===== src/next_address_defs.svh =====
// Register offsets, field positions, reset values and widths of the sequencer.
`ifndef NEXT_ADDRESS_DEFS_SVH
`define NEXT_ADDRESS_DEFS_SVH

`define OFS_CONTROL      12'h000
`define OFS_STATUS       12'h004
`define OFS_ADDRESS      12'h008

`define CTRL_RUN_BIT     0
`define CTRL_RESET       32'h0000_0001
`define ADDR_RESET       9'h000
`define LATCH_RESET      4'h0

`define STAT_ADDR_LSB    0
`define STAT_LATCH_LSB   9
`define STAT_FUNC_LSB    13

`define ROW_MSB          8
`define ROW_LSB          4
`define COL_MSB          3

`endif


===== src/next_address_pkg.sv =====
// Types shared by the next-address selection logic.
`default_nettype none
package next_address_pkg;
  typedef enum {
    jump_current_column,
    jump_row_zero,
    jump_current_row,
    jump_column_enable,
    test_flag_latch,
    test_carry,
    test_zero,
    test_priority_latch,
    test_left_latch_bits,
    test_right_latch_bits,
    test_external_bus
  } next_func_t;
endpackage
`default_nettype wire


===== src/next_address_decode.sv =====
// Combinational next-address former from the address-control field.
`default_nettype none
module next_address_decode (
  input  wire logic [6:0] address_control_field,
  input  wire logic [8:0] current_address,
  input  wire logic [3:0] priority_latch,
  input  wire logic [7:4] external_test_bus_n,
  input  wire logic       carry_flag,
  input  wire logic       zero_flag,
  input  wire logic       flag_latch,
  output logic      [8:0] next_address,
  output logic      [3:0] func_code
);

  function automatic next_address_pkg::next_func_t decode_func(
    input logic [6:0] ac
  );
    next_address_pkg::next_func_t f;
    f = next_address_pkg::jump_current_column;
    if (ac[6:5] == 2'b00) begin
      f = next_address_pkg::jump_current_column;
    end else if (ac[6:4] == 3'b010) begin
      f = next_address_pkg::jump_row_zero;
    end else if (ac[6:4] == 3'b011) begin
      f = next_address_pkg::jump_current_row;
    end else if (ac[6:4] == 3'b100) begin
      f = next_address_pkg::test_flag_latch;
    end else if (ac[6:3] == 4'b1010) begin
      f = next_address_pkg::test_carry;
    end else if (ac[6:3] == 4'b1011) begin
      f = next_address_pkg::test_zero;
    end else if (ac[6:3] == 4'b1100) begin
      f = next_address_pkg::test_priority_latch;
    end else if (ac[6:3] == 4'b1101) begin
      f = next_address_pkg::test_left_latch_bits;
    end else if (ac[6:3] == 4'b1110) begin
      f = next_address_pkg::jump_column_enable;
    end else if (ac[2] == 1'b1) begin
      f = next_address_pkg::test_right_latch_bits;
    end else begin
      f = next_address_pkg::test_external_bus;
    end
    return f;
  endfunction

  next_address_pkg::next_func_t func;
  logic [6:0] ac;
  logic [8:0] m;

  assign ac = address_control_field;
  assign m  = current_address;

  always_comb begin
    func = decode_func(ac);
    func_code = 4'(func);
    case (func)
      next_address_pkg::jump_current_column:
        next_address = {ac[4:0], m[3:0]};
      next_address_pkg::jump_row_zero:
        next_address = {5'h00, ac[3:0]};
      next_address_pkg::jump_current_row:
        next_address = {m[8:4], ac[3:0]};
      next_address_pkg::jump_column_enable:
        next_address = {m[8:7], ac[2:0], m[3:0]};
      next_address_pkg::test_flag_latch:
        next_address = {m[8], ac[3:0], m[3], 2'b01, flag_latch};
      next_address_pkg::test_carry:
        next_address = {m[8:7], ac[2:0], m[3], 2'b01, carry_flag};
      next_address_pkg::test_zero:
        next_address = {m[8:7], ac[2:0], m[3], 2'b01, zero_flag};
      next_address_pkg::test_priority_latch:
        next_address = {m[8:7], ac[2:0], priority_latch};
      next_address_pkg::test_left_latch_bits:
        next_address = {m[8:7], ac[2:0], 2'b01, priority_latch[3:2]};
      next_address_pkg::test_right_latch_bits:
        next_address = {m[8:7], 1'b1, ac[1:0], 2'b11, priority_latch[1:0]};
      next_address_pkg::test_external_bus:
        next_address = {m[8:6], ac[1:0], external_test_bus_n[7:4]};
      default:
        next_address = m;
    endcase
  end

endmodule
`default_nettype wire


===== src/next_address_select.sv =====
// Microprogram address register, priority latch and APB register slave.
//
// The placing of the registers and the APB interface to the registers were left to the implementer.
`include "next_address_defs.svh"
`default_nettype none
module next_address_select (
  input  wire logic        pclk,
  input  wire logic        presetn,
  input  wire logic        clk_en,
  input  wire logic        psel,
  input  wire logic        penable,
  input  wire logic        pwrite,
  input  wire logic [11:0] paddr,
  input  wire logic [31:0] pwdata,
  output logic      [31:0] prdata,
  output logic             pready,
  output logic             pslverr,
  input  wire logic [6:0]  address_control_field,
  input  wire logic [7:4]  external_test_bus_n,
  input  wire logic [3:0]  system_bus_low,
  input  wire logic        carry_flag,
  input  wire logic        zero_flag,
  input  wire logic        flag_latch,
  output logic      [8:0]  microprogram_address,
  output logic      [3:0]  priority_latch
);

  logic [8:0]  next_address;
  logic [3:0]  func_code;
  logic        run;
  logic        next_run;
  logic [8:0]  next_microprogram_address;
  logic [3:0]  next_priority_latch;
  logic [31:0] next_prdata;
  logic        next_pready;
  logic        next_pslverr;
  logic        setup;
  logic        wr_take;
  logic        advance;
  logic        ext_test;

  // Decode is combinational so the address is ready before the edge.
  next_address_decode u_decode (
    .address_control_field (address_control_field),
    .current_address       (microprogram_address),
    .priority_latch        (priority_latch),
    .external_test_bus_n   (external_test_bus_n),
    .carry_flag            (carry_flag),
    .zero_flag             (zero_flag),
    .flag_latch            (flag_latch),
    .next_address          (next_address),
    .func_code             (func_code)
  );

  function automatic logic addr_mapped(input logic [11:0] a);
    return (a == `OFS_CONTROL) || (a == `OFS_STATUS) ||
           (a == `OFS_ADDRESS);
  endfunction

  assign setup    = psel && !penable;
  assign wr_take  = psel && penable && pready && pwrite &&
                    addr_mapped(paddr);
  assign advance  = run;
  assign ext_test = func_code ==
                    4'(next_address_pkg::test_external_bus);

  // A software write of the address register wins over sequencing.
  always_comb begin
    next_microprogram_address = microprogram_address;
    next_priority_latch       = priority_latch;
    next_run                  = run;
    if (wr_take && paddr == `OFS_CONTROL) begin
      next_run = pwdata[`CTRL_RUN_BIT];
    end
    if (wr_take && paddr == `OFS_ADDRESS) begin
      next_microprogram_address = pwdata[8:0];
    end else if (advance) begin
      next_microprogram_address = next_address;
    end
    if (advance && ext_test) begin
      next_priority_latch = system_bus_low;
    end
  end

  always_ff @(posedge pclk or negedge presetn) begin
    if (!presetn) begin
      microprogram_address <= `ADDR_RESET;
      priority_latch       <= `LATCH_RESET;
      run                  <= 1'(`CTRL_RESET);
    end else if (clk_en) begin
      microprogram_address <= next_microprogram_address;
      priority_latch       <= next_priority_latch;
      run                  <= next_run;
    end
  end

  // Ready is raised for one cycle after each setup cycle that sees clk_en high; a low clk_en holds it as it is.
  always_comb begin
    next_pready  = setup;
    next_pslverr = setup && !addr_mapped(paddr);
    next_prdata  = 32'h0000_0000;
    if (setup && !pwrite) begin
      case (paddr)
        `OFS_CONTROL: next_prdata = {31'h0000_0000, run};
        `OFS_STATUS: begin
          next_prdata[`STAT_ADDR_LSB +: 9]  = microprogram_address;
          next_prdata[`STAT_LATCH_LSB +: 4] = priority_latch;
          next_prdata[`STAT_FUNC_LSB +: 4]  = func_code;
        end
        `OFS_ADDRESS: next_prdata = {23'h00_0000, microprogram_address};
        default:      next_prdata = 32'h0000_0000;
      endcase
    end
  end

  always_ff @(posedge pclk or negedge presetn) begin
    if (!presetn) begin
      prdata  <= 32'h0000_0000;
      pready  <= 1'b0;
      pslverr <= 1'b0;
    end else if (clk_en) begin
      prdata  <= next_prdata;
      pready  <= next_pready;
      pslverr <= next_pslverr;
    end
  end

  logic [6:0] ac;
  logic [8:0] ma;
  assign ac = address_control_field;
  assign ma = microprogram_address;

  a_jcc_row: assert property (@(posedge pclk) disable iff (!presetn)
    clk_en && run && !wr_take && ac[6:5] == 2'b00 |=>
      ma == {$past(ac[4:0]), $past(ma[3:0])})
    else $error("current column jump formed wrong address");

  a_jzr_zero: assert property (@(posedge pclk) disable iff (!presetn)
    clk_en && run && !wr_take && ac[6:4] == 3'b010 |=>
      ma[8:4] == 5'h00 && ma[3:0] == $past(ac[3:0]))
    else $error("zero row jump formed wrong address");

  a_jcr_row: assert property (@(posedge pclk) disable iff (!presetn)
    clk_en && run && !wr_take && ac[6:4] == 3'b011 |=>
      ma == {$past(ma[8:4]), $past(ac[3:0])})
    else $error("current row jump formed wrong address");

  a_jce_col: assert property (@(posedge pclk) disable iff (!presetn)
    clk_en && run && !wr_take && ac[6:3] == 4'b1110 |=>
      ma == {$past(ma[8:7]), $past(ac[2:0]), $past(ma[3:0])})
    else $error("column enable jump formed wrong address");

  a_flag_test: assert property (@(posedge pclk) disable iff (!presetn)
    clk_en && run && !wr_take && ac[6:4] == 3'b100 |=>
      ma == {$past(ma[8]), $past(ac[3:0]), $past(ma[3]), 2'b01,
             $past(flag_latch)})
    else $error("flag latch test formed wrong address");

  a_carry_zero: assert property (@(posedge pclk) disable iff (!presetn)
    clk_en && run && !wr_take && ac[6:4] == 3'b101 |=>
      ma[2:1] == 2'b01 && ma[3] == $past(ma[3]) &&
      ma[0] == ($past(ac[3]) ? $past(zero_flag) : $past(carry_flag)))
    else $error("carry or zero test formed wrong column");

  a_prio_col: assert property (@(posedge pclk) disable iff (!presetn)
    clk_en && run && !wr_take && ac[6:3] == 4'b1100 |=>
      ma[3:0] == $past(priority_latch) && ma[6:4] == $past(ac[2:0]))
    else $error("priority latch test formed wrong address");

  a_left_bits: assert property (@(posedge pclk) disable iff (!presetn)
    clk_en && run && !wr_take && ac[6:3] == 4'b1101 |=>
      ma[3:0] == {2'b01, $past(priority_latch[3:2])})
    else $error("left latch bits test formed wrong column");

  a_right_bits: assert property (@(posedge pclk) disable iff (!presetn)
    clk_en && run && !wr_take && ac[6:2] == 5'b11111 |=>
      ma == {$past(ma[8:7]), 1'b1, $past(ac[1:0]), 2'b11,
             $past(priority_latch[1:0])})
    else $error("right latch bits test formed wrong address");

  a_ext_bus: assert property (@(posedge pclk) disable iff (!presetn)
    clk_en && run && !wr_take && ac[6:2] == 5'b11110 |=>
      ma == {$past(ma[8:6]), $past(ac[1:0]), $past(external_test_bus_n)} &&
      priority_latch == $past(system_bus_low))
    else $error("external bus test formed wrong address or latch");

  a_hold_stop: assert property (@(posedge pclk) disable iff (!presetn)
    (!clk_en || !run) && !wr_take |=> $stable(ma) && $stable(priority_latch))
    else $error("address changed while sequencing was held");

  a_apb_ready: assert property (@(posedge pclk) disable iff (!presetn)
    clk_en && psel && !penable |=> pready ##1 (!pready || !$past(clk_en)))
    else $error("ready did not follow the setup cycle for one cycle");

  // Register bus checks; a low enable freezes every answer in place.
  a_apb_freeze: assert property (@(posedge pclk) disable iff (!presetn)
    !clk_en |=> $stable(pready) && $stable(pslverr) && $stable(prdata))
    else $error("bus outputs changed while the enable was low");

  a_freeze_all: assert property (@(posedge pclk) disable iff (!presetn)
    !clk_en |=> $stable(run) && $stable(ma) && $stable(priority_latch))
    else $error("sequencer state changed while the enable was low");

  a_ready_idle: assert property (@(posedge pclk) disable iff (!presetn)
    clk_en && !setup |=> !pready)
    else $error("ready rose without a setup cycle");

  a_err_with_ready: assert property (@(posedge pclk) disable iff (!presetn)
    pslverr |-> pready)
    else $error("error response stood without ready");

  a_data_quiet: assert property (@(posedge pclk) disable iff (!presetn)
    !pready |-> prdata == 32'h0000_0000)
    else $error("read data stood outside an access cycle");

  a_err_unmapped: assert property (@(posedge pclk) disable iff (!presetn)
    clk_en && setup && !addr_mapped(paddr) |=>
      pready && pslverr && prdata == 32'h0000_0000)
    else $error("unmapped access did not answer with an error");

  a_err_mapped: assert property (@(posedge pclk) disable iff (!presetn)
    clk_en && setup && addr_mapped(paddr) |=> pready && !pslverr)
    else $error("mapped access answered with an error");

  a_write_quiet: assert property (@(posedge pclk) disable iff (!presetn)
    clk_en && setup && pwrite |=> prdata == 32'h0000_0000)
    else $error("write access drove read data");

  a_read_ctrl: assert property (@(posedge pclk) disable iff (!presetn)
    clk_en && setup && !pwrite && paddr == `OFS_CONTROL |=>
      prdata == {31'h0000_0000, $past(run)})
    else $error("control read returned wrong data");

  a_read_addr: assert property (@(posedge pclk) disable iff (!presetn)
    clk_en && setup && !pwrite && paddr == `OFS_ADDRESS |=>
      prdata == {23'h00_0000, $past(ma)})
    else $error("address read returned wrong data");

  a_status_fields: assert property (@(posedge pclk) disable iff (!presetn)
    clk_en && setup && !pwrite && paddr == `OFS_STATUS |=>
      prdata[12:0] == {$past(priority_latch), $past(ma)})
    else $error("status read returned wrong address or latch");

  a_status_func: assert property (@(posedge pclk) disable iff (!presetn)
    clk_en && setup && !pwrite && paddr == `OFS_STATUS |=>
      prdata[31:13] == {15'h0000, $past(func_code)})
    else $error("status read returned wrong function field");

  a_status_ext: assert property (@(posedge pclk) disable iff (!presetn)
    clk_en && setup && !pwrite && paddr == `OFS_STATUS &&
      ac[6:2] == 5'b11110 |=> prdata[16:13] == 4'ha)
    else $error("status read did not report the external bus test");

  a_addr_write: assert property (@(posedge pclk) disable iff (!presetn)
    clk_en && wr_take && paddr == `OFS_ADDRESS |=>
      ma == $past(pwdata[8:0]))
    else $error("address write did not load the address register");

  a_run_write: assert property (@(posedge pclk) disable iff (!presetn)
    clk_en && wr_take && paddr == `OFS_CONTROL |=>
      run == $past(pwdata[`CTRL_RUN_BIT]))
    else $error("control write did not load the run bit");

  a_run_hold: assert property (@(posedge pclk) disable iff (!presetn)
    clk_en && !(wr_take && paddr == `OFS_CONTROL) |=>
      $stable(run))
    else $error("run bit changed without a control write");

  a_bad_write_keep: assert property (@(posedge pclk) disable iff (!presetn)
    clk_en && psel && penable && pready && pwrite &&
      !addr_mapped(paddr) |=> $stable(run))
    else $error("unmapped write changed the run bit");

  a_latch_keep: assert property (@(posedge pclk) disable iff (!presetn)
    clk_en && !ext_test |=> $stable(priority_latch))
    else $error("priority latch changed outside the external bus test");

  c_ext_bus: cover property (@(posedge pclk) disable iff (!presetn)
    clk_en && run && ac[6:2] == 5'b11110);
  c_prio_after: cover property (@(posedge pclk) disable iff (!presetn)
    clk_en && run && ac[6:2] == 5'b11110 ##1 clk_en && ac[6:3] == 4'b1100);
  c_addr_write: cover property (@(posedge pclk) disable iff (!presetn)
    wr_take && paddr == `OFS_ADDRESS);
  c_bad_addr: cover property (@(posedge pclk) disable iff (!presetn)
    pready && pslverr);
  c_right_bits: cover property (@(posedge pclk) disable iff (!presetn)
    clk_en && run && ac[6:2] == 5'b11111);

endmodule
`default_nettype wire


===== config.mk =====
export PLATFORM = sky130hd
export DESIGN_NAME = next_address_select
export DESIGN_NICKNAME = d
export VERILOG_FILES = /design/src/next_address_pkg.sv /design/src/next_address_decode.sv /design/src/next_address_select.sv
export VERILOG_INCLUDE_DIRS = /design/src
export SDC_FILE = /design/constraint.sdc
export NUM_CORES = 1
export LEC_CHECK = 0
export ABC_AREA = 1
export BUFFER_PORTS_ARGS = -buffer_cell sky130_fd_sc_hd__buf_2
export CORE_MARGIN = 10
export CORE_UTILIZATION = 46
export DETAILED_ROUTE_END_ITERATION = 10
export GPL_TIMING_DRIVEN = 0
export PLACE_DENSITY = 0.8
export SYNTH_ARGS = -nofsm -noshare
export SYNTH_HDL_FRONTEND = slang
export SYNTH_HIERARCHICAL = 1
export SYNTH_SLANG_ARGS = --single-unit

===== constraint.sdc =====
create_clock -name pclk -period 1.55 [get_ports pclk]
set_clock_uncertainty 0.05 [all_clocks]
set_input_delay 0.155 -clock pclk [delete_from_list [all_inputs] [get_ports pclk]]
set_output_delay 0.155 -clock pclk [all_outputs]
set_load 0.01 [all_outputs]

# [After elaboration in Yosys (flattened, before gate mapping)]
# Cells that the tools add are included.
[word_totals] reg_bits=48 word_cells=90 input_bits=68 out_inout_bits=47
[classes] muxes=15 n_reduce_logical=33 eq_ne=31
[op_table] operator="32-bit two-way mux" count=9
[op_table] operator="32-bit by 3-bit == test with 1-bit output (second input constant)" count=4
[op_table] operator="9-bit one-hot mux with 11 select lines" count=1
[op_table] operator="32-bit by 4-bit == test with 1-bit output (second input constant)" count=3
[op_table] operator="32-bit by 2-bit == test with 1-bit output (second input constant)" count=2
[op_table] operator="17-bit one-hot mux with 3 select lines" count=1
[op_table] operator="32-bit by 1-bit == test with 1-bit output (second input constant)" count=1
[op_table] operator="32-bit zero test" count=1
[op_table] operator="4-bit == test (second input constant)" count=6
[op_table] operator="2-bit inequality test (second input constant)" count=10
[op_table] operator="10-bit nonzero test" count=2
[op_table] operator="9-bit two-way mux" count=2
[op_table] operator="17-bit two-way mux" count=1
[op_table] operator="12-bit by 3-bit == test with 1-bit output (second input constant)" count=1
[op_table] operator="12-bit by 4-bit == test with 1-bit output (second input constant)" count=1
[op_table] operator="12-bit zero test" count=1
[op_table] operator="12-bit AND reduction" count=1
[op_table] operator="11-bit AND reduction" count=1
[op_table] operator="11-bit nonzero test" count=1
[op_table] operator="1-bit logical AND" count=10
[op_table] operator="5-bit AND reduction" count=2
[op_table] operator="8-bit AND reduction" count=1
[op_table] operator="7-bit nonzero test" count=1
[op_table] operator="3-bit by 2-bit == test with 1-bit output (second input constant)" count=2
[op_table] operator="other kinds (10)" count=14

# [Longest topological paths before layout]
# Gate-level depths: netlist of the first run.
[logic_depth] word_depth=14 mapped_depth=17 depth_no_buf=17

# [Cells and area by module]
# The synthesis of the first run kept the hierarchy.
[by_module_without_submodules] module="next_address_select" cells_each=218 instances=1 area_per_inst_um2=1759.2 seq_area_each_um2=827.0
[by_module_without_submodules] module="next_address_decode" cells_each=100 instances=1 area_per_inst_um2=538.0 seq_area_each_um2=0.0

# [Least setup slack after synthesis of the first run]
# OpenSTA, ideal clock, no wires.
[synth_timing] path_kind="input-to-reg" start="in address_control_field[3]" end="reg priority_latch[0]" setup_time_ns=0.130 path_slack_ns=0.019 stages=13 path_buffers=1 required_ns=1.370 arrival_ns=1.351 cell_sequence="buf_6 -> nor2_2 -> nand2_2 -> nand2_1 -> nand2_1 -> nand2_1 -> nand2_2 -> nand2_4 -> inv_1 -> nor3_1 -> nand4_1 -> nor2_1 -> a21oi_1"
[synth_via] elab_chain_cells=13 word_cells_on_any_way=17 classes_between="6 x eq/ne; 9 x mux; 2 x reduce/logical"
[synth_rtl] element="from (decl)" line_no="next_address_select.sv:18" source="input wire logic [6:0] address_control_field,"
[synth_rtl] element="4-bit == test" line_no="next_address_decode.sv:36" source="end else if (ac[6:3] == 4'b1110) begin"
[synth_rtl] element="32-bit two-way mux" line_no="next_address_decode.sv:36"
[synth_rtl] element="32-bit two-way mux" line_no="next_address_decode.sv:34" source="end else if (ac[6:3] == 4'b1101) begin"
[synth_rtl] element="32-bit two-way mux" line_no="next_address_decode.sv:32" source="end else if (ac[6:3] == 4'b1100) begin"
[synth_rtl] element="32-bit two-way mux" line_no="next_address_decode.sv:30" source="end else if (ac[6:3] == 4'b1011) begin"
[synth_rtl] element="32-bit two-way mux (*)" line_no="next_address_decode.sv:28" source="end else if (ac[6:3] == 4'b1010) begin"
[synth_rtl] element="32-bit two-way mux (*)" line_no="next_address_decode.sv:26" source="end else if (ac[6:4] == 3'b100) begin"
[synth_rtl] element="32-bit two-way mux (*)" line_no="next_address_decode.sv:24" source="end else if (ac[6:4] == 3'b011) begin"
[synth_rtl] element="32-bit two-way mux (*)" line_no="next_address_decode.sv:22" source="end else if (ac[6:4] == 3'b010) begin"
[synth_rtl] element="32-bit two-way mux (*)" line_no="next_address_decode.sv:20" source="if (ac[6:5] == 2'b00) begin"
[synth_rtl] element="named net func_code[1]" line_no="next_address_select.sv:29" source="logic [3:0] func_code;"
[synth_rtl] element="4-bit == test (*)" line_no="next_address_select.sv:64" source="assign ext_test = func_code =="
[synth_rtl] element="1-bit logical AND (*)" line_no="next_address_select.sv:80" source="if (advance && ext_test) begin"
[synth_rtl] element="2-bit AND reduction (no source line) (*)"
[synth_rtl] element="to (signal assigned)" line_no="next_address_select.sv:88" source="priority_latch <= `LATCH_RESET;"
[synth_rtl] element="to (signal assigned)" line_no="next_address_select.sv:92" source="priority_latch <= next_priority_latch;"
[synth_rtl] element="to (decl)" line_no="next_address_select.sv:25" source="output logic [3:0] priority_latch"
# The timed path passes the listed nets; every way through them passes the cells marked *.
# A chain may end at the register's enable or synchronous reset.

# [Worst setup path in the final report of the first run]
[layout_timing] start="in address_control_field[5]" end="reg microprogram_address[6]"
[layout_via] elab_chain_cells=14 word_cells_on_any_way=36 classes_between="20 x eq/ne; 12 x mux; 4 x reduce/logical"
[layout_rtl] element="4-bit == test" line_no="next_address_decode.sv:36"
[layout_rtl] element="32-bit two-way mux" line_no="next_address_decode.sv:36"
[layout_rtl] element="32-bit two-way mux" line_no="next_address_decode.sv:34"
[layout_rtl] element="32-bit two-way mux" line_no="next_address_decode.sv:32"
[layout_rtl] element="32-bit two-way mux" line_no="next_address_decode.sv:30"
[layout_rtl] element="32-bit two-way mux" line_no="next_address_decode.sv:28"
[layout_rtl] element="32-bit two-way mux" line_no="next_address_decode.sv:26"
[layout_rtl] element="32-bit two-way mux" line_no="next_address_decode.sv:24"
[layout_rtl] element="32-bit two-way mux" line_no="next_address_decode.sv:22"
[layout_rtl] element="32-bit two-way mux (*)" line_no="next_address_decode.sv:20"
[layout_rtl] element="named net func_code[1]" line_no="next_address_select.sv:29"
[layout_rtl] element="32-bit by 4-bit == test with 1-bit output (tied with other cells)" line_no="next_address_decode.sv:56" source="case (func)"
[layout_rtl] element="9-bit one-hot mux with 11 select lines (*)" line_no="next_address_decode.sv:56"
[layout_rtl] element="named net next_address[6]" line_no="next_address_select.sv:28" source="logic [8:0] next_address;"
[layout_rtl] element="9-bit two-way mux (*)" line_no="next_address_select.sv:77" source="end else if (advance) begin"
[layout_rtl] element="9-bit two-way mux (*)" line_no="next_address_select.sv:75" source="if (wr_take && paddr == `OFS_ADDRESS) begin"
[layout_rtl] element="to (signal assigned)" line_no="next_address_select.sv:87" source="microprogram_address <= `ADDR_RESET;"
[layout_rtl] element="to (signal assigned)" line_no="next_address_select.sv:91" source="microprogram_address <= next_microprogram_address;"
[layout_rtl] element="to (decl)" line_no="next_address_select.sv:24" source="output logic [8:0] microprogram_address,"
# The timed path passes the listed nets; every way through them passes the cells marked *. The select of a mux whose other input is x is not followed.

==> out/metrics.cfg, run 1 <==
[timing]
clock.fmax_mhz = 695
worst_pin_slew_ns = 0.732
slew_violations = 0
fin_tns_setup_ns = 0
finalHoldViolCount = 0
setup_viol = 0
period_minus_slack_ns = 1.44
hold_slack_ns = 0.0468
period_share = 0.929
slew_headroom = 0.512

[logic_synthesis]
synth_area_leaders = dfrtp_1 35%, nand2_1 20%, buf_4 5.6%
synthFlopType = dfrtp_1
syn-cell-area_sq_mm = 0.00230
post-synth-top-count-cell = nand2_1
yosysSeqAreaShare = 0.360
yosysWarnings = 6
synth_common_cells = 122 x nand2_1, 32 x dfrtp_1, 22 x inv_1, 18 x nand4_1, 17 x buf_4
synth_cell_type_count = 34
synth_top_area_frac = 0.349
avgSynthCellArea_sq_um = 7.22
yosysTopAreaCell = dfrtp_1
synth_edf_count = 0
async_flop_share = 1.00
yosys_register_bits = 33
synthCells = 318

[power_and_ir_drop]
pwr_density_cell_mw_per_mm2 = 812
power_leakage_uw = 0.00175
peakVddDrop_v = 0.000533

[layout]
area_growth_pct = 32.6
nets = 489
antenna_cells = 0
multi_input_area_sq_mm = 0.00125
drive_above_1_share = 0.370
fillCellCount = 444
register_area_sq_um = 827

[global_route]
grt_pass1_vias = 2353
grt_usage = 0.168
grt_start_max_net_pins = 34
antenna_found_initial = 0
grt-ovfl-total = 0
grt_pass1_wl_mm = 11.4

[flow_run]
drv_cap = 0

[cts]
numCtsBuffers = 5
clk_pin_slew_worst_paths_ns = 0.07
htree_levels = 2
clock_path_buffers = 2
clkSinkCount = 33
cts_tree = built
cts_root_buf = clkbuf_8
clock_latency_ns = 0.29

[drt]
drtAntennaViolNets = 0
dr.pass1.iters = 4
wirelength_mm = 6.81
via_count = 2367
via_per_inst = 4.84
remaining_drc_errors = 0
wire_per_inst_um = 13.9
dr.first_iter.drc_count = 147

[critical_path]
r2r_slack_ns = 0.17
start_kind = input port
cp_common_cell = nand2_1
cp_data_required_time_ns = 1.69
cp_slowest_cell = a21boi_0
cp_cell_sequence = buf_2 > inv_2 > a21boi_0 > nand2_2 > nand2_4 > buf_4 > inv_2 > nand2_1 > nand3_1 > nand2_1 > nand3_1 > nand2_1 > nand2_1 > nand2_1 > nand2_1
path_max_fanout = 6
cp.arrival_ns = 1.58
cpPeakStageDelay_ns = 0.32
ff2ff_path_depth = 8
setup.worst_path.class = in -> reg
cp-end-kind = flip-flop

[min_path]
hold_depth = 3
min_path_type = in -> reg

[die]
die_x_um = 90.7
die_h_um = 90.7
dieArea_sq_mm = 0.00822
io_pins = 115
initial_core_util = 0.480
core_area_sq_mm = 0.00479
rows = 25

[placement]
globalplace.congestion = 0.858
place_hpwl_mm = 5.42
port_buffers = 75

[run_status]
outcome = finished clean

[area by class of cell]
type                            count  area share
Buffer                             23      0.0579
Clock buffer                        5      0.0226
Clock inverter                      3      0.0214
Inverter                           34      0.0444
Multi-Input combinational cell    242       0.409
Sequential cell                    33       0.271
Tap cell                           67      0.0275
Timing Repair Buffer               82       0.145
[state kept, by name (all words and copies together), names as in the netlist]
name / cells
advance: 1
microprogram_address: 9
prdata: 17
pready: 1
priority_latch: 4
pslverr: 1
[logic make-up after synthesis]
group                  count (synthesis)  share of synthesized area
and+or+nand+nor                      197                      0.417
buffers and inverters                 57                      0.133
DFF                                   33                      0.360
AOI/OAI and AO/OA                     30                     0.0877
other                                  1                    0.00163
[worst max-delay path: cells and delay by family]
family          cells  cell delay, ns
buf+inv             4            0.35
compound gates      1            0.32
simple gates       10            0.74
[timing repair]
item	in CTS	in global routing
pin swaps	1	7
hold buffers	1	0
gates resized for setup	0	15
setup endpoints to repair	4	10
setup buffers	1	5
endpoints found under the hold margin	32	0
[metrics by stage]
step | util | instance area (sq um) | cells | setup slack [ns] | power, uW
4_1_cts | 0.619 | 2960 | 484 | 0.0730 | 2460
3_5_place_dp | 0.587 | 2810 | 474 | -0.351 | 1490
3_3_place_gp | 0.587 | 2810 | 474 | -0.322 | 1480
5_1_grt | 0.637 | 3050 | 489 | -0.00722 | 2610
2_1_floorplan | - | 2350 | 332 | 0.0193 | 1270
6_report | 0.637 | 3050 | 489 | 0.110 | 2470
[worst paths after layout]
path                                                     startpoint                                  end
max in group asynchronous                                   presetn  microprogram_address[8]$_DFFE_PN0P_
worst min-delay path                              system_bus_low[3]        priority_latch[3]$_DFFE_PN0P_
worst max register to register  microprogram_address[0]$_DFFE_PN0P_  microprogram_address[0]$_DFFE_PN0P_
worst min register to register                prdata[2]$_DFFE_PN0P_                prdata[2]$_DFFE_PN0P_
worst max-delay path                       address_control_field[5]  microprogram_address[6]$_DFFE_PN0P_
min in group asynchronous                                   presetn        priority_latch[3]$_DFFE_PN0P_
[layer usage]
layer,vias up,wire length [um],GRT usage
li1,1195,-,-
met1,1060,2870,0.199
met2,102,3190,0.267
met3,10,634,0.0698
met4,0,116,0.0557
met5,-,0,0
[cell usage in the layout, fill, tap and decap left out, types with 7 or more instances in the layout]
| cell type | instances |
|---|---|
| nand2_1 | 121 |
| buf_2 | 76 |
| dfrtp_1 | 32 |
| buf_4 | 23 |
| inv_1 | 22 |
| nand4_1 | 18 |
| nor2_1 | 15 |
| conb_1 | 15 |
| nand3_1 | 14 |
| inv_2 | 8 |
| o21ai_1 | 8 |
| nand2_4 | 7 |
[power by group]
part / internal [uW] / switching, uW
clock: 639 / 329
combinational: 215 / 311
sequential: 915 / 65.0
total: 1770 / 705
No activity file was read; power rests on OpenSTA's default activity.
==> run 2, diff against run 1 <==
==> constraint.sdc (replaced) <==
create_clock -name pclk -period 1.55 [get_ports pclk]
set_clock_uncertainty 0.05 [all_clocks]
set_input_delay 0.31 -clock pclk [delete_from_list [all_inputs] [get_ports pclk]]
set_output_delay 0.31 -clock pclk [all_outputs]
set_load 0.01 [all_outputs]
==> run 2 against run 1 <==
Utilization grew 3.2 points; register-to-register slack is essentially flat; largest power group unchanged; largest cell class unchanged; combinational power grew 11%; count of clock-buffer cells in the layout is the same; critical path type unchanged; die area is the same; critical endpoint is now microprogram_address[0]$_DFFE_PN0P_; flip-flop and latch count is the same.
==> out/metrics.cfg, run 2 (synthesized netlist as in run 1, its figures left out) <==
[die]
dieArea_sq_mm = 0.00822
die_x_um = 90.7
die_h_um = 90.7
core_area_sq_mm = 0.00479
initial_core_util = 0.480
rows = 25
io_pins = 115

[cts]
cts_tree = built
cts_hold_buf = 0
htree_levels = 2
clkSinkCount = 33
cts_root_buf = clkbuf_8
clock_path_buffers = 2
clock_latency_ns = 0.29
numCtsBuffers = 5
clk_pin_slew_worst_paths_ns = 0.07

[timing]
setup_viol = 0
grt_setup_unrepaired = yes
period_minus_slack_ns = 1.49
finalHoldViolCount = 0
clock.fmax_mhz = 670
fin_tns_setup_ns = 0
slew_violations = 0
worst_pin_slew_ns = 0.714
fin_ws_ns = 0.0578
slew_headroom = 0.524
period_share = 0.963

[layout]
fin_util = 0.669
fillCellCount = 423
register_area_sq_um = 827
largest_register_ffs = 17
nets = 494
multi_input_area_sq_mm = 0.00131
drive_above_1_share = 0.393
final_common_cell = nand2_1
reg.largest.list = prdata x17, microprogram_address x9, priority_latch x4
top_register = prdata
antenna_cells = 0
area_growth_pct = 39.3
final_cell_mix = 121 x nand2_1, 75 x buf_2, 32 x dfrtp_1
finalInstanceArea_sq_mm = 0.00320

[placement]
place_area_sq_mm = 0.00283
place_hpwl_mm = 5.49
pre_cts_slack_ns = -0.437
globalplace.congestion = 0.852
port_buffers = 75

[drt]
wirelength_mm = 7.28
wire_per_inst_um = 14.7
via_count = 2451
via_per_inst = 4.96
drtAntennaViolNets = 0
dr.first_iter.drc_count = 217
dr.pass1.iters = 4
remaining_drc_errors = 0

[power_and_ir_drop]
power_leakage_uw = 0.00180
peakVddDrop_v = 0.000376
pwr_density_cell_mw_per_mm2 = 792

[flow_run]
drv_cap = 0

[critical_path]
cp_data_required_time_ns = 1.73
cp-end-kind = flip-flop
ff2ff_path_depth = 8
start_kind = input port
cp.arrival_ns = 1.67
setup.worst_path.class = in -> reg
path_max_fanout = 7

[global_route]
grt_pass1_wl_mm = 11.8
grt-ovfl-total = 0
grt_pass1_vias = 2452
grt_start_max_net_pins = 34
antenna_found_initial = 0
grt_usage = 0.169

[run_status]
outcome = finished clean

[min_path]
min_path_type = in -> async

## run 2: changes by cell type in the layout (fill, tap and decap cells not counted), moves of 3 or more
cell    delta
nor2_1     -5
nor2_2     +3
buf_4      +5
buf_12     +3
## run 2: critical path: stages
cell      delay (ns)
buf_12          0.10
clkinv_8        0.07
a21boi_0        0.29
nand2_2         0.14
nand2_4         0.14
nand4_1         0.10
nand2_1         0.09
clkinv_1        0.07
nand4_1         0.08
nand2_1         0.07
nand2_1         0.06
nand2_1         0.06
nand2_1         0.08
## run 2: worst paths after layout
check | from | endpoint | slack (ns)
max in group asynchronous | presetn | prdata[6]$_DFFE_PN0P_ | 0.98
worst min-delay path | presetn | priority_latch[3]$_DFFE_PN0P_ | 0.02
worst min register to register | prdata[10]$_DFFE_PN0P_ | prdata[10]$_DFFE_PN0P_ | 0.43
worst max-delay path | address_control_field[5] | microprogram_address[0]$_DFFE_PN0P_ | 0.06
min in group pclk | system_bus_low[3] | priority_latch[3]$_DFFE_PN0P_ | 0.20
worst max register to register | microprogram_address[0]$_DFFE_PN0P_ | microprogram_address[0]$_DFFE_PN0P_ | 0.16
## run 2: cell type report
type / instances / area share
Sequential cell: 33 / 0.258
Timing Repair Buffer: 87 / 0.161
Clock inverter: 3 / 0.0203
Inverter: 34 / 0.0485
Clock buffer: 5 / 0.0215
Multi-Input combinational cell: 242 / 0.408
Tap cell: 67 / 0.0262
Buffer: 23 / 0.0563
## run 2: through the flow
step	instances	hold WS, ns	power, uW
finish	494	0.0169	2540
global route	494	0.0732	2660
CTS	485	0.0428	2470
detailed placement	474	0.349	1500
global placement	474	0.347	1480
floorplan	332	-0.0356	1280
## run 2: routing by layer
layer	GRT usage	part of all wire
met2	0.284	0.48
met1	0.204	0.42
met3	0.0623	0.088
met4	0.0265	0.012
met5	0	0
## run 2: repair_timing
action / in CTS / in global routing
buffers inserted: 3 / 9
endpoints found under the setup margin: 9 / 11
pin swaps: 3 / 13
resized for setup: 7 / 32
## run 2: report_power, final
part | switching [uW] | internal (uW) | leakage (uW) | total (uW)
Sequential | 66.0 | 915 | 0.000431 | 980
Combinational | 340 | 243 | 0.00130 | 583
Clock | 334 | 639 | 0.0000681 | 973
Total | 740 | 1800 | 0.00180 | 2540
==> run 3, diff against run 2 <==
--- a/config.mk
+++ b/config.mk
@@ -9,10 +9,11 @@
 export ABC_AREA = 1
 export BUFFER_PORTS_ARGS = -buffer_cell sky130_fd_sc_hd__buf_2
 export CORE_MARGIN = 10
-export CORE_UTILIZATION = 46
+export CORE_UTILIZATION = 45
 export DETAILED_ROUTE_END_ITERATION = 10
 export GPL_TIMING_DRIVEN = 0
-export PLACE_DENSITY = 0.8
+export PLACE_DENSITY = 0.79
+export SKIP_CTS_REPAIR_TIMING = 1
 export SYNTH_ARGS = -nofsm -noshare
 export SYNTH_HDL_FRONTEND = slang
 export SYNTH_HIERARCHICAL = 1
==> run 3 against run 2 <==
The flow now finishes with violations (negative setup slack); via count is 0.82% higher; non-clock buffer count is 4 higher; worst hold slack improved by 0.013 ns; count of clock-buffer cells in the layout increased by 2; sequential share of layout area shrank 0.081 points; largest cell class unchanged; highest routed layer unchanged.
==> out/metrics.cfg, run 3 (synthesized netlist as in run 1, its figures left out) <==
[cts]
numCtsBuffers = 5
clk_pin_slew_worst_paths_ns = 0.07
clock_path_buffers = 2
cts_root_buf = clkbuf_8
clkSinkCount = 33
clock_latency_ns = 0.28
htree_levels = 2
cts_tree = built

[layout]
multi_input_area_sq_mm = 0.00131
antenna_cells = 0
top_register = prdata
reg.largest.list = prdata x17, microprogram_address x9, priority_latch x4
register_area_sq_um = 827
area_growth_pct = 39.8
finalInstanceArea_sq_mm = 0.00321
largest_register_ffs = 17
nets = 498
drive_above_1_share = 0.404
final_common_cell = nand2_1
final_cell_mix = 118 x nand2_1, 75 x buf_2, 32 x dfrtp_1
fillCellCount = 406

[die]
rows = 25
dieArea_sq_mm = 0.00836
io_pins = 115
die_h_um = 91.5
initial_core_util = 0.474
core_area_sq_mm = 0.00485
die_x_um = 91.5

[timing]
period_share = 1.04
clock.fmax_mhz = 621
fin_ws_ns = -0.0610
slew_violations = 0
finalHoldViolCount = 0
hold_slack_ns = 0.0298
grt_setup_unrepaired = yes
period_minus_slack_ns = 1.61
slew_headroom = 0.518
setup_viol = 9
worst_pin_slew_ns = 0.723
fin_tns_setup_ns = -0.217

[drt]
dr.first_iter.drc_count = 281
wire_per_inst_um = 15.1
remaining_drc_errors = 0
dr.pass1.iters = 6
via_per_inst = 4.96
drtAntennaViolNets = 0
via_count = 2471
wirelength_mm = 7.51

[critical_path]
setup.worst_path.class = in -> reg
cp_common_cell = nand2_1
cpPeakStageDelay_ns = 0.15
cp_slowest_cell = a21oi_2
r2r_slack_ns = 0.18
cp_data_required_time_ns = 1.67
ff2ff_path_depth = 8
cp-end-kind = flip-flop
start_kind = input port
cp_cell_sequence = buf_12 > clkinv_8 > nor2_4 > nand2_4 > nand2_2 > nand2_1 > nand2_1 > nand2_2 > buf_6 > nand4_4 > nand2_2 > a21oi_2 > nand3_1 > nand2_1 > nand2_1 > nand2_1 > nand2_1
r2r-end = microprogram_address[0]$_DFFE_PN0P_
path_max_fanout = 5
crit_path_end = microprogram_address[3]$_DFFE_PN0P_
cp.arrival_ns = 1.73
r2r_start = microprogram_address[0]$_DFFE_PN0P_
critical_path.startpoint = address_control_field[4]

[power_and_ir_drop]
pwr_density_cell_mw_per_mm2 = 748
power_leakage_uw = 0.00181
peakVddDrop_v = 0.000380

[placement]
port_buffers = 75
pre_cts_slack_ns = -0.473
place_hpwl_mm = 5.41
place_area_sq_mm = 0.00283
globalplace.congestion = 0.855

[global_route]
grt-ovfl-total = 0
grt_pass1_wl_mm = 11.1
antenna_found_initial = 0
grt_pass1_vias = 2312
grt_start_max_net_pins = 34
grt_usage = 0.158

[run_status]
outcome = complete, but fails checks
violations = negative setup slack

[min_path]
min_path_type = in -> async

[flow_run]
drv_cap = 0

run 3: cell types whose count changed in the layout (fill, tap and decap cells not counted), moves of 2 or more:
cell / previous run / this run
buf_4: 28 / 31
nand2_1: 121 / 118
nor2_1: 10 / 13
buf_6: 3 / 5
nand2_2: 5 / 7
nand2_4: 6 / 8
nor2_2: 8 / 6
run 3: where the power goes:
group	internal [uW]	switching (uW)	leakage (uW)
Combinational	241	343	0.00132
Clock	524	310	0.0000585
Sequential	915	67.0	0.000431
Total	1680	721	0.00181
run 3: cell type report:
type                       count  share of cell area
clock buffer                   7              0.0269
timing repair buffer          91               0.168
tap                           67              0.0261
buffer                        23              0.0561
sequential                    33               0.258
inverter                      34              0.0483
multi-input combinational    242               0.408
clock inverter                 1             0.00935
run 3: worst min-delay path by stage:
stage / startpoint / to / slack, ns / cells past startpoint
final: presetn / priority_latch[3]$_DFFE_PN0P_ / 0.03 / 1
after global placement: presetn / priority_latch[3]$_DFFE_PN0P_ / 0.35 / 1
after CTS: presetn / prdata[0]$_DFFE_PN0P_ / 0.06 / 1
after floorplan: presetn / microprogram_address[0]$_DFFE_PN0P_ / -0.04 / 0
after global routing: presetn / priority_latch[3]$_DFFE_PN0P_ / 0.1 / 1
after detailed placement: presetn / priority_latch[3]$_DFFE_PN0P_ / 0.36 / 1
run 3: critical path: cells and delay by family:
kind,cells,cell delay [ns]
AO/OA/AOI/OAI,1,0.15
buffers and inverters,3,0.30
AND/OR/NAND/NOR,13,0.96
run 3: metrics by stage:
step / utilization / power (uW) / std cells
4_1_cts: 0.607 / 2340 / 482
3_5_place_dp: 0.583 / 1500 / 474
3_3_place_gp: 0.583 / 1490 / 474
5_1_grt: 0.662 / 2530 / 498
6_report: 0.662 / 2400 / 498
2_1_floorplan: - / 1280 / 332
run 3: metal layers:
layer | up-vias | track usage | part of all wire
met5 | - | 0 | 0
met4 | 0 | 0.0339 | 0.024
li1 | 1223 | - | -
met1 | 1098 | 0.193 | 0.42
met2 | 131 | 0.261 | 0.47
met3 | 19 | 0.0576 | 0.087
